File: src/include/dfpc_pkg.sv
/*
  constants, modes and film phases of the film phase controller.
  assumes one 20 mhz clock; rates in 0.1 A/s, times in ms.
*/
package dfpc_pkg;

  typedef enum logic [7:0] {
    PH_READY      = 8'h01,
    PH_SHUT_DELAY = 8'h02,
    PH_DEPOSIT    = 8'h04,
    PH_HOLD       = 8'h08,
    PH_SETTLE     = 8'h10,
    PH_A          = 8'h20,
    PH_DONE_FAIL  = 8'h40,
    PH_XFAIL      = 8'h80
  } dfpc_phase_t;

  typedef enum logic [2:0] {
    MODE_SIMPLE = 3'h0,
    MODE_BACKUP = 3'h1,
    MODE_AVG    = 3'h2,
    MODE_ALLOY  = 3'h3,
    MODE_INDEP  = 3'h4
  } dfpc_mode_t;

  localparam int          CLK_PERIOD_NS  = 50;
  localparam int          MS_PERIOD_NS   = 1000000;
  localparam int          MS_CYCLES_DEF  = (MS_PERIOD_NS + CLK_PERIOD_NS - 1)
                                           / CLK_PERIOD_NS;
  localparam logic [15:0] BLINK_MS       = 16'h00fa;
  localparam logic [15:0] SETTLE_MS      = 16'h01f4;
  localparam logic [6:0]  AVG_WEIGHT_DEF = 7'h32;
  localparam logic [6:0]  PCT_FULL       = 7'h64;
  localparam logic [15:0] RATE_FLOOR     = 16'h0005;
  localparam logic [15:0] TEST_RATE      = 16'h0014;
  localparam logic [23:0] RATIO_SCALE    = 24'h000064;
  localparam logic [15:0] RATIO_DIV0     = 16'hffff;
  localparam logic [31:0] THICK_RST      = 32'h00000000;
  localparam logic [15:0] RATE_RST       = 16'h0000;
  localparam int          PIN_W          = 12;

endpackage

File: src/logic/dfpc_top.sv
/*
  two-channel film phase sequencer: mode select, film phases, shutters,
  indicators, thickness accumulation and rate sampling.
  assumes config inputs are static logic on ref_clk; buttons, remote
  inputs and crystal fail flags are asynchronous pins.
*/
`timescale 1ns/100ps
module dfpc_top
  import dfpc_pkg::*;
#(
  parameter int MS_CYCLES = MS_CYCLES_DEF
) (
  input  wire logic        ref_clk,
  input  wire logic        rst,
  input  wire dfpc_mode_t  cfg_mode,
  input  wire logic        cfg_test,
  input  wire logic        cfg_phase_a,
  input  wire logic [1:0]  cfg_sd_en,
  input  wire logic [1:0]  cfg_samp_en,
  input  wire logic [6:0]  cfg_weight,
  input  wire logic [31:0] cfg_end_thk1,
  input  wire logic [31:0] cfg_end_thk2,
  input  wire logic [31:0] cfg_stpt_thk1,
  input  wire logic [31:0] cfg_stpt_thk2,
  input  wire logic [15:0] cfg_stpt_ms1,
  input  wire logic [15:0] cfg_stpt_ms2,
  input  wire logic [15:0] cfg_dep_rate1,
  input  wire logic [15:0] cfg_dep_rate2,
  input  wire logic [15:0] cfg_samp_ms1,
  input  wire logic [15:0] cfg_samp_ms2,
  input  wire logic [15:0] cfg_hold_ms1,
  input  wire logic [15:0] cfg_hold_ms2,
  input  wire logic [15:0] sens1_rate,
  input  wire logic [15:0] sens2_rate,
  input  wire logic [1:0]  open_btn,
  input  wire logic [1:0]  close_btn,
  input  wire logic [1:0]  sel_btn,
  input  wire logic [1:0]  zero_btn,
  input  wire logic [1:0]  rmt_zero,
  input  wire logic [1:0]  xtal_fail,
  output wire logic [1:0]  src_shutter,
  output wire logic [1:0]  subs_shutter,
  output wire logic [1:0]  sens_shutter,
  output wire logic [1:0]  open_led,
  output wire logic [1:0]  rate_blink,
  output wire logic [1:0]  ind_time,
  output wire logic [1:0]  ind_thk,
  output wire logic [1:0]  ind_end,
  output wire logic        active_sensor,
  output wire dfpc_phase_t phase1,
  output wire dfpc_phase_t phase2,
  output wire logic [31:0] thick1,
  output wire logic [31:0] thick2,
  output wire logic [15:0] rate1,
  output wire logic [15:0] rate2,
  output wire logic [15:0] ratio
);
  typedef struct packed {
    dfpc_mode_t              mode;
    dfpc_phase_t [1:0]       phase;
    logic                    act_sens;
    logic [PIN_W-1:0]        pin_prev;
    logic [1:0][31:0]        thick;
    logic [1:0][15:0]        rate;
    logic [1:0][15:0]        elapsed;
    logic [1:0]              ind_time;
    logic [1:0]              ind_thk;
    logic [1:0]              ind_end;
    logic [1:0]              src;
    logic [1:0]              subs;
    logic [1:0]              sens;
    logic [1:0]              open_led;
    logic [1:0]              rate_blink;
    logic [15:0]             ratio;
    logic [14:0]             ms_cnt;
    logic                    ms_tick;
    logic [15:0]             blink_cnt;
    logic                    blink;
  } dfpc_state_t;

  dfpc_state_t      st_q;
  dfpc_state_t      st_d;
  logic [PIN_W-1:0] pin_s;
  logic [PIN_W-1:0] pin_ev;
  logic [1:0][15:0] s_rate;
  logic [1:0][15:0] live;
  logic [1:0][15:0] gate;
  logic [1:0]       xf;
  logic [1:0]       fail;
  logic [1:0]       open_eff;
  logic [1:0]       close_eff;
  logic [1:0]       zero_eff;
  logic [1:0]       chan_on;
  logic [1:0]       tmr_load;
  logic [1:0][15:0] tmr_val;
  logic [1:0]       tmr_done;
  logic [1:0][31:0] end_thk;
  logic [1:0][31:0] stpt_thk;
  logic [1:0][15:0] stpt_ms;
  logic [1:0][15:0] dep_rate;
  logic [1:0][15:0] samp_ms;
  logic [1:0][15:0] hold_ms;
  logic [1:0][31:0] thick_n;
  logic [6:0]       w_eff;
  logic [23:0]      avg_sum;
  logic             split;

  assign end_thk  = {cfg_end_thk2, cfg_end_thk1};
  assign stpt_thk = {cfg_stpt_thk2, cfg_stpt_thk1};
  assign stpt_ms  = {cfg_stpt_ms2, cfg_stpt_ms1};
  assign dep_rate = {cfg_dep_rate2, cfg_dep_rate1};
  assign samp_ms  = {cfg_samp_ms2, cfg_samp_ms1};
  assign hold_ms  = {cfg_hold_ms2, cfg_hold_ms1};

  dfpc_sync #(
    .W (PIN_W)
  ) u_sync (
    .ref_clk (ref_clk),
    .rst     (rst),
    .pin_in  ({xtal_fail, rmt_zero, zero_btn, sel_btn, close_btn,
               open_btn}),
    .pin_out (pin_s)
  );

  genvar gc;
  generate
    for (gc = 0; gc < 2; gc++) begin : g_tmr
      dfpc_tmr u_tmr (
        .ref_clk  (ref_clk),
        .rst      (rst),
        .tick     (st_q.ms_tick),
        .load     (tmr_load[gc]),
        .load_val (tmr_val[gc]),
        .done     (tmr_done[gc])
      );
    end
  endgenerate

  // sensor selection, weighting and failure per channel
  always_comb begin
    pin_ev  = pin_s & ~st_q.pin_prev;
    split   = (st_q.mode == MODE_ALLOY) || (st_q.mode == MODE_INDEP);
    chan_on = {split, 1'b1};
    s_rate[0] = cfg_test ? TEST_RATE : sens1_rate;
    s_rate[1] = cfg_test ? TEST_RATE : sens2_rate;
    // simulated sensors never fail
    xf = cfg_test ? 2'b00 : pin_s[11:10];
    w_eff = ((cfg_weight == 7'h00) || (cfg_weight > PCT_FULL))
            ? AVG_WEIGHT_DEF : cfg_weight;
    avg_sum = 24'(w_eff) * 24'(s_rate[0])
              + 24'(PCT_FULL - w_eff) * 24'(s_rate[1]);
    // sensor 2 bound to channel 2
    live[1] = s_rate[1];
    fail[1] = xf[1];
    case (st_q.mode)
      MODE_SIMPLE: begin
        live[0] = s_rate[0];
        fail[0] = xf[0];
      end
      // fails only when both sensors are gone
      MODE_BACKUP: begin
        live[0] = st_q.act_sens ? s_rate[1] : s_rate[0];
        fail[0] = xf[0] & xf[1];
      end
      // averaging needs both sensors working
      MODE_AVG: begin
        live[0] = 16'(avg_sum / 24'(PCT_FULL));
        fail[0] = xf[0] | xf[1];
      end
      default: begin
        live[0] = s_rate[0];
        fail[0] = xf[0];
      end
    endcase
    // alloy links both channels to either button
    if (st_q.mode == MODE_ALLOY) begin
      open_eff  = {2{pin_ev[0] | pin_ev[1]}};
      close_eff = {2{pin_ev[2] | pin_ev[3]}};
    end else begin
      open_eff  = pin_ev[1:0];
      close_eff = pin_ev[3:2];
    end
    // remote zero same as panel zero
    zero_eff = pin_ev[7:6] | pin_ev[9:8];
    for (int c = 0; c < 2; c++) begin
      // hold gate is max of half rate and floor
      gate[c] = ((dep_rate[c] >> 1) > RATE_FLOOR) ? (dep_rate[c] >> 1)
                                                  : RATE_FLOOR;
    end
  end

  always_comb begin
    dfpc_phase_t ph;
    dfpc_phase_t nph;
    logic [1:0]  sens_ch;
    logic        acc;
    ph       = PH_READY;
    nph      = PH_READY;
    sens_ch  = 2'b11;
    acc      = 1'b0;
    st_d     = st_q;
    tmr_load = 2'b00;
    tmr_val  = '0;
    thick_n  = st_q.thick;
    st_d.pin_prev = pin_s;
    st_d.ms_tick  = 1'b0;
    if (st_q.ms_cnt == 15'(MS_CYCLES - 1)) begin
      st_d.ms_cnt  = '0;
      st_d.ms_tick = 1'b1;
    end else begin
      st_d.ms_cnt = st_q.ms_cnt + 15'h0001;
    end
    if (st_q.ms_tick) begin
      if (st_q.blink_cnt == BLINK_MS - 16'h0001) begin
        st_d.blink_cnt = '0;
        st_d.blink     = ~st_q.blink;
      end else begin
        st_d.blink_cnt = st_q.blink_cnt + 16'h0001;
      end
    end
    // mode taken only with both films idle
    if (st_q.phase[0] == PH_READY && st_q.phase[1] == PH_READY) begin
      st_d.mode = cfg_mode;
    end
    if (st_q.mode == MODE_BACKUP) begin
      if (pin_ev[4]) begin
        st_d.act_sens = 1'b0;
      end else if (pin_ev[5]) begin
        st_d.act_sens = 1'b1;
      // automatic switch to the healthy sensor
      end else if (xf[st_q.act_sens] && !xf[~st_q.act_sens]) begin
        st_d.act_sens = ~st_q.act_sens;
      end
    end
    // ratio follows the present rates only
    if (st_q.mode == MODE_ALLOY) begin
      st_d.ratio = (live[1] == 16'h0000) ? RATIO_DIV0
                 : 16'((24'(live[0]) * RATIO_SCALE) / 24'(live[1]));
    end else begin
      st_d.ratio = 16'h0000;
    end
    for (int c = 0; c < 2; c++) begin
      ph  = st_q.phase[c];
      nph = ph;
      acc = (ph == PH_DEPOSIT) || (ph == PH_HOLD) || (ph == PH_SETTLE)
            || (ph == PH_A);
      // thickness grows at the held rate, also while coasting
      if (acc && st_q.ms_tick) begin
        thick_n[c] = st_q.thick[c] + 32'(st_q.rate[c]);
        st_d.elapsed[c] = st_q.elapsed[c] + 16'h0001;
      end
      if (zero_eff[c]) begin
        thick_n[c] = THICK_RST;
      end
      st_d.thick[c] = thick_n[c];
      if (ph == PH_READY || ph == PH_SHUT_DELAY || ph == PH_DEPOSIT) begin
        st_d.rate[c] = live[c];
      end
      case (ph)
        PH_READY: begin
          if (open_eff[c]) begin
            st_d.ind_time[c] = 1'b0;
            st_d.ind_thk[c]  = 1'b0;
            st_d.ind_end[c]  = 1'b0;
            st_d.elapsed[c]  = 16'h0000;
            nph = cfg_sd_en[c] ? PH_SHUT_DELAY : PH_DEPOSIT;
            tmr_load[c] = !cfg_sd_en[c];
            tmr_val[c]  = samp_ms[c];
          end
        end
        PH_SHUT_DELAY: begin
          if (close_eff[c]) begin
            nph = PH_READY;
          end else if (fail[c]) begin
            nph = PH_XFAIL;
          end else if (open_eff[c]) begin
            nph = PH_DEPOSIT;
            tmr_load[c] = 1'b1;
            tmr_val[c]  = samp_ms[c];
          end
        end
        PH_DEPOSIT, PH_HOLD, PH_SETTLE: begin
          if (close_eff[c]) begin
            nph = PH_READY;
          end else if (thick_n[c] >= end_thk[c]) begin
            nph = PH_READY;
            st_d.ind_end[c] = 1'b1;
          // phase_a or abort on crystal failure
          end else if (fail[c]) begin
            nph = cfg_phase_a ? PH_A : PH_XFAIL;
          end else if (ph == PH_DEPOSIT) begin
            if (cfg_samp_en[c] && tmr_done[c]) begin
              tmr_load[c] = 1'b1;
              // too low a rate keeps sampling
              if (st_q.rate[c] >= gate[c]) begin
                nph        = PH_HOLD;
                tmr_val[c] = hold_ms[c];
              end else begin
                tmr_val[c] = samp_ms[c];
              end
            end
          end else if (tmr_done[c]) begin
            nph = (ph == PH_HOLD) ? PH_SETTLE : PH_DEPOSIT;
            tmr_load[c] = 1'b1;
            tmr_val[c]  = (ph == PH_HOLD) ? SETTLE_MS : samp_ms[c];
          end
        end
        PH_A: begin
          if (close_eff[c]) begin
            nph = PH_READY;
          end else if (thick_n[c] >= end_thk[c]) begin
            nph = PH_DONE_FAIL;
            st_d.ind_end[c] = 1'b1;
          end
        end
        PH_DONE_FAIL, PH_XFAIL: begin
          if (!fail[c]) begin
            nph = PH_READY;
          end
        end
        default: nph = PH_READY;
      endcase
      if (!chan_on[c]) begin
        nph = PH_READY;
      end
      if (acc && thick_n[c] >= stpt_thk[c]) begin
        st_d.ind_thk[c] = 1'b1;
      end
      if (acc && st_d.elapsed[c] >= stpt_ms[c]) begin
        st_d.ind_time[c] = 1'b1;
      end
      if (st_q.mode == MODE_INDEP) begin
        st_d.ind_time[c] = 1'b0;
        st_d.ind_thk[c]  = 1'b0;
      end
      st_d.phase[c] = nph;
      st_d.src[c]  = (nph == PH_SHUT_DELAY) || (nph == PH_DEPOSIT)
                     || (nph == PH_HOLD) || (nph == PH_SETTLE)
                     || (nph == PH_A);
      st_d.subs[c] = (nph == PH_DEPOSIT) || (nph == PH_HOLD)
                     || (nph == PH_SETTLE) || (nph == PH_A);
      sens_ch[c]   = !((nph == PH_HOLD) || (nph == PH_XFAIL));
      // blinking open lamp in shutter delay
      st_d.open_led[c]   = (nph == PH_SHUT_DELAY) ? st_d.blink
                                                  : st_d.src[c];
      st_d.rate_blink[c] = (nph == PH_HOLD) && st_d.blink;
    end
    // one channel drives both sensor shutters unless split
    st_d.sens = split ? sens_ch : {2{sens_ch[0]}};
  end

  always_ff @(posedge ref_clk) begin
    if (rst) begin
      st_q          <= '0;
      st_q.mode     <= MODE_SIMPLE;
      st_q.phase    <= {PH_READY, PH_READY};
      st_q.sens     <= 2'b11;
      st_q.thick    <= {THICK_RST, THICK_RST};
      st_q.rate     <= {RATE_RST, RATE_RST};
    end else begin
      st_q <= st_d;
    end
  end

  assign src_shutter   = st_q.src;
  assign subs_shutter  = st_q.subs;
  assign sens_shutter  = st_q.sens;
  assign open_led      = st_q.open_led;
  assign rate_blink    = st_q.rate_blink;
  assign ind_time      = st_q.ind_time;
  assign ind_thk       = st_q.ind_thk;
  assign ind_end       = st_q.ind_end;
  assign active_sensor = st_q.act_sens;
  assign phase1        = st_q.phase[0];
  assign phase2        = st_q.phase[1];
  assign thick1        = st_q.thick[0];
  assign thick2        = st_q.thick[1];
  assign rate1         = st_q.rate[0];
  assign rate2         = st_q.rate[1];
  assign ratio         = st_q.ratio;
endmodule

File: src/logic/dfpc_sync.sv
/*
  two flip-flop synchroniser for a vector of pin levels.
  assumes each bit is an independent slow level from outside.
*/
`timescale 1ns/100ps
module dfpc_sync #(
  parameter int W = 12
) (
  input  wire logic         ref_clk,
  input  wire logic         rst,
  input  wire logic [W-1:0] pin_in,
  output wire logic [W-1:0] pin_out
);
  typedef struct packed {
    logic [W-1:0] s1;
    logic [W-1:0] s2;
  } dfpc_sync_t;

  dfpc_sync_t st_q;
  dfpc_sync_t st_d;

  // first stage feeds only the second stage
  always_comb begin
    st_d    = st_q;
    st_d.s1 = pin_in;
    st_d.s2 = st_q.s1;
  end

  always_ff @(posedge ref_clk) begin
    if (rst) begin
      st_q <= '0;
    end else begin
      st_q <= st_d;
    end
  end

  assign pin_out = st_q.s2;
endmodule

File: src/logic/dfpc_tmr.sv
/*
  millisecond down-counter for sample, hold and settle intervals.
  assumes tick is a one-cycle pulse each ms from the same clock.
*/
`timescale 1ns/100ps
module dfpc_tmr (
  input  wire logic        ref_clk,
  input  wire logic        rst,
  input  wire logic        tick,
  input  wire logic        load,
  input  wire logic [15:0] load_val,
  output wire logic        done
);
  typedef struct packed {
    logic [15:0] cnt;
    logic        run;
    logic        done;
  } dfpc_tmr_t;

  dfpc_tmr_t st_q;
  dfpc_tmr_t st_d;

  always_comb begin
    st_d      = st_q;
    st_d.done = 1'b0;
    if (load) begin
      st_d.cnt = load_val;
      st_d.run = 1'b1;
    end else if (tick && st_q.run) begin
      // zero load expires on the first tick
      if (st_q.cnt <= 16'h0001) begin
        st_d.run  = 1'b0;
        st_d.done = 1'b1;
      end else begin
        st_d.cnt = st_q.cnt - 16'h0001;
      end
    end
  end

  always_ff @(posedge ref_clk) begin
    if (rst) begin
      st_q <= '0;
    end else begin
      st_q <= st_d;
    end
  end

  assign done = st_q.done;
endmodule

File: config.mk
export PLATFORM = sky130hd
export DESIGN_NAME = dfpc_top
export DESIGN_NICKNAME = d
export VERILOG_FILES = /design/src/include/dfpc_pkg.sv /design/src/logic/dfpc_top.sv /design/src/logic/dfpc_sync.sv /design/src/logic/dfpc_tmr.sv
export SDC_FILE = /design/constraint.sdc
export NUM_CORES = 2
export LEC_CHECK = 0
export BUFFER_PORTS_ARGS = -buffer_cell sky130_fd_sc_hd__buf_4
export CAP_MARGIN = 20
export CORE_MARGIN = 4
export CORE_UTILIZATION = 40
export CTS_CLUSTER_SIZE = 40
export DETAILED_ROUTE_END_ITERATION = 7
export GPL_TIMING_DRIVEN = 0
export PLACE_DENSITY = 0.58
export SYNTH_ARGS = -nofsm -noshare
export SYNTH_HDL_FRONTEND = slang
export SYNTH_HIERARCHICAL = 1
export SYNTH_SLANG_ARGS = --single-unit
File: constraint.sdc
create_clock -name ref_clk -period 154.4 [get_ports ref_clk]
set_clock_uncertainty 0.05 [all_clocks]
set_input_delay 15.44 -clock ref_clk [delete_from_list [all_inputs] [get_ports ref_clk]]
set_output_delay 15.44 -clock ref_clk [all_outputs]
set_load 0.01 [all_outputs]
==> summary.md <==
| Metric | Value |
|---|---|
| Status | `finished clean` |
| CP max-delay cell | `xnor2_1` |
| IO Port Bufs | `460` |
| Worst-path maximum fanout | `10` |
| Synth Flop Type | `dfxtp_1` |
| EDFF count, synth | `0` |
| WHS Path Cells | `1` |
| Hold Worst Slack | `0.388 ns` |
| Worst-Skew Late Latency | `0.57 ns` |
| Fin crit period | `121.39 ns` |
| Post-CTS setup buffer count | `0` |
| First DRT Iteration DRCs | `3999` |
| Seq/Total Area, Yosys | `10.7%` |
| Routed Antenna Nets | `0` |
| Reg2Reg Depth | `423` |
| H-Tree Depth | `2` |
| TritonRoute pass-1 iters | `7` |
| Root Buffer | `clkbuf_16` |
| Number of warnings issued by yosys | `6` |
| Wire per inst | `19.9 um` |
| FFs w/ async S/R, synth | `0%` |
| DP HPWL | `156000 um` |
| Startpoint Class | `primary input` |
| Total global-route track usage | `25.9%` |
| Max Freq | `8.24 MHz` |
| Routed wire length | `188000 um` |
| Row count | `133` |
| RSZ-0062 raised after global routing | `false` |
| CP Capture Type | `flop` |
| Least-Margin Pin Slew | `1.30 ns` |
| Layout cells sized above 1 | `12.7%` |
| Mapped Area | `0.0531 sq mm` |
| Total vias in the final route | `53500` |
| Crit Path Category | `primary input to flop` |
| Fin crit share | `78.6%` |
| Final core utilization | `45.8%` |
| I/O pins | `463` |
| Num Clock Sinks | `283` |
| Core footprint | `0.132 sq mm` |
| Endpoints failing hold | `0` |
| Initial Utilization | `40.3%` |
| Cts hold-fix bufs | `0` |
| Cell repeated most along the worst path | `a21oi_1` |
| Die Y | `372 um` |
| TNS Setup | `0 ns` |
| Max clock buf depth | `3` |
| Mapped Cells | `7147` |
| Antenna violations before repair | `8` |
| Slew Viols, Final | `0` |
| Yosys reg bits | `283` |
| First-pass GRT wire length | `286000 um` |
| Distinct cells, synth | `156` |
| Slew headroom | `13.7%` |
| Synthesis-to-finish area growth | `13.5%` |
| Critical Path AT | `121.79 ns` |
| Largest net degree at the start of global routing | `31` |
| DRC Markers | `0` |
| Syn_area_per_cell | `7.43 sq um` |
| Setup ws final | `33.01 ns` |
| Post-CTS resize count | `0` |
| Vias per cell | `5.65` |
| Crit path required time | `154.79 ns` |
| Die Width | `372 um` |
| Final number of setup-violating endpoints | `0` |
| DP Worst Slack | `34.55 ns` |
| CTS tree | `built` |
| Worst Hold Class | `flop to flop` |
| Number of global-route vias before repair | `50100` |
| Nets | `8835` |
| Gpl congestion | `0.930` |
| Remaining global-route overflow | `0` |
| CTS buffer count | `35` |
| Die Area | `0.139 sq mm` |
| Max-cap violation count | `0` |
| Crit-path max cell delay | `0.84 ns` |
| Clock-pin slew on the worst setup and hold paths | `0.08 ns` |
==> cells in the final DEF, fill, tap and decap left out, types with 162 or more instances in the layout <==
cell type,Yosys,layout
nor2_1,769,768
a21oi_1,648,648
buf_4,167,635
ha_1,629,629
inv_1,597,596
nand2_1,559,559
o21ai_0,300,300
xnor2_1,298,298
dfxtp_1,283,283
nor3_1,226,226
fa_1,208,208
a21o_1,198,198
nor2b_1,165,165
xor2_1,165,165
nand2b_1,164,164
clkbuf_1,157,162
==> routing by layer <==
| metal | vias to the layer above | global-route usage (%) | wire length, um |
|---|---|---|---|
| met1 | 25600 | 35.3 | 85800 |
| met3 | 205 | 2.53 | 10800 |
| li1 | 26200 | - | - |
| met2 | 1490 | 43.7 | 87000 |
| met5 | - | 0 | 20 |
| met4 | 4 | 6.49 | 4470 |
==> per-stage QoR <==
step                cell area (sq um)  std cells
floorplan                       53100       7161
global placement                58800       9376
detailed placement              59100       9396
CTS                             60200       9459
global route                    60300       9465
finish                          60300       9469
==> worst max-delay path, delay by kind of cell <==
kind	cells	cell delay, ns
AND/OR/NAND/NOR	128	23.68
AO/OA/AOI/OAI	240	50.18
XOR/XNOR	7	3.08
multiplexers	4	1.56
buffers and inverters	70	14.66
adder cells (fa/ha/maj)	37	12.96
==> Yosys cell counts, types with 46 or more instances <==
library cell	instances	area share, %
nor3_1	226	2.1
nand4_1	92	1.1
inv_1	597	4.2
or3_1	60	0.71
fa_1	208	7.8
and2_1	72	0.85
nand2b_1	164	1.9
clkbuf_1	157	1.1
nor4_1	46	0.54
a31oi_1	53	0.62
ha_1	629	15
a21oi_1	648	6.1
nor2b_1	165	1.9
nand3_1	135	1.3
o21a_1	88	1.2
xor2_1	165	2.7
and3_1	56	0.66
buf_4	167	2.4
a21o_1	198	2.8
o21bai_1	88	1.2
xnor2_1	298	4.9
dfxtp_1	283	11
o21ai_0	300	2.8
nor2_1	769	5.4
mux2_2	49	1.0
nand2_1	559	4.0
==> final timing paths <==
check | from | end | slack, ns
setup / recovery | cfg_weight[0] | ratio[0] | 33.01
setup reg to reg | active_sensor | ratio[0] | 68.68
hold / removal | u_sync/st_d[3] | u_sync/pin_out[3] | 0.39
hold reg to reg | u_sync/st_d[3] | u_sync/pin_out[3] | 0.39
==> final cells by class <==
| class | instances | area [sq um] |
|---|---|---|
| plain buffers | 379 | 2260 |
| clock inverters | 17 | 190 |
| repair buffers | 482 | 3750 |
| fillers | 13600 | 71400 |
| diodes | 8 | 20.0 |
| multi-input cells | 5892 | 42900 |
| inverters | 607 | 2280 |
| flip-flops and latches | 283 | 5670 |
| well taps | 1755 | 2200 |
| clock buffers | 46 | 957 |
==> state kept, by name, indices dropped and copies added, names as in the netlist, 2 cells and up <==
register / flops
g_tmr.u_tmr/done: 2
ratio: 16
rate_blink: 2
subs_shutter: 2
sens_shutter: 2
phase1: 8
rate1: 16
g_tmr.u_tmr/st_q: 34
thick1: 32
ind_time: 2
phase2: 8
open_led: 2
u_sync/pin_out: 12
src_shutter: 2
st_q: 78
rate2: 16
ind_end: 2
ind_thk: 2
u_sync/st_d: 12
thick2: 32
==> kinds of logic (layout without fill, tap and decap cells) <==
| logic type | after synthesis | after routing | synth area share (%) |
|---|---|---|---|
| AND/OR/NAND/NOR | 2533 | 2533 | 23.6 |
| XOR/XNOR | 476 | 476 | 8.12 |
| other | 2 | 24 | 0.0141 |
| AO/OA/AOI/OAI | 1920 | 1920 | 24.1 |
| adder cells (fa/ha/maj) | 842 | 842 | 22.8 |
| buffers and inverters | 986 | 1531 | 8.56 |
| multiplexers | 105 | 105 | 2.21 |
| flip-flops | 283 | 283 | 10.7 |
Power is left out: the tool's default activity adds up to more than one toggle a clock period on the data nets, which glitch-free logic cannot reach.
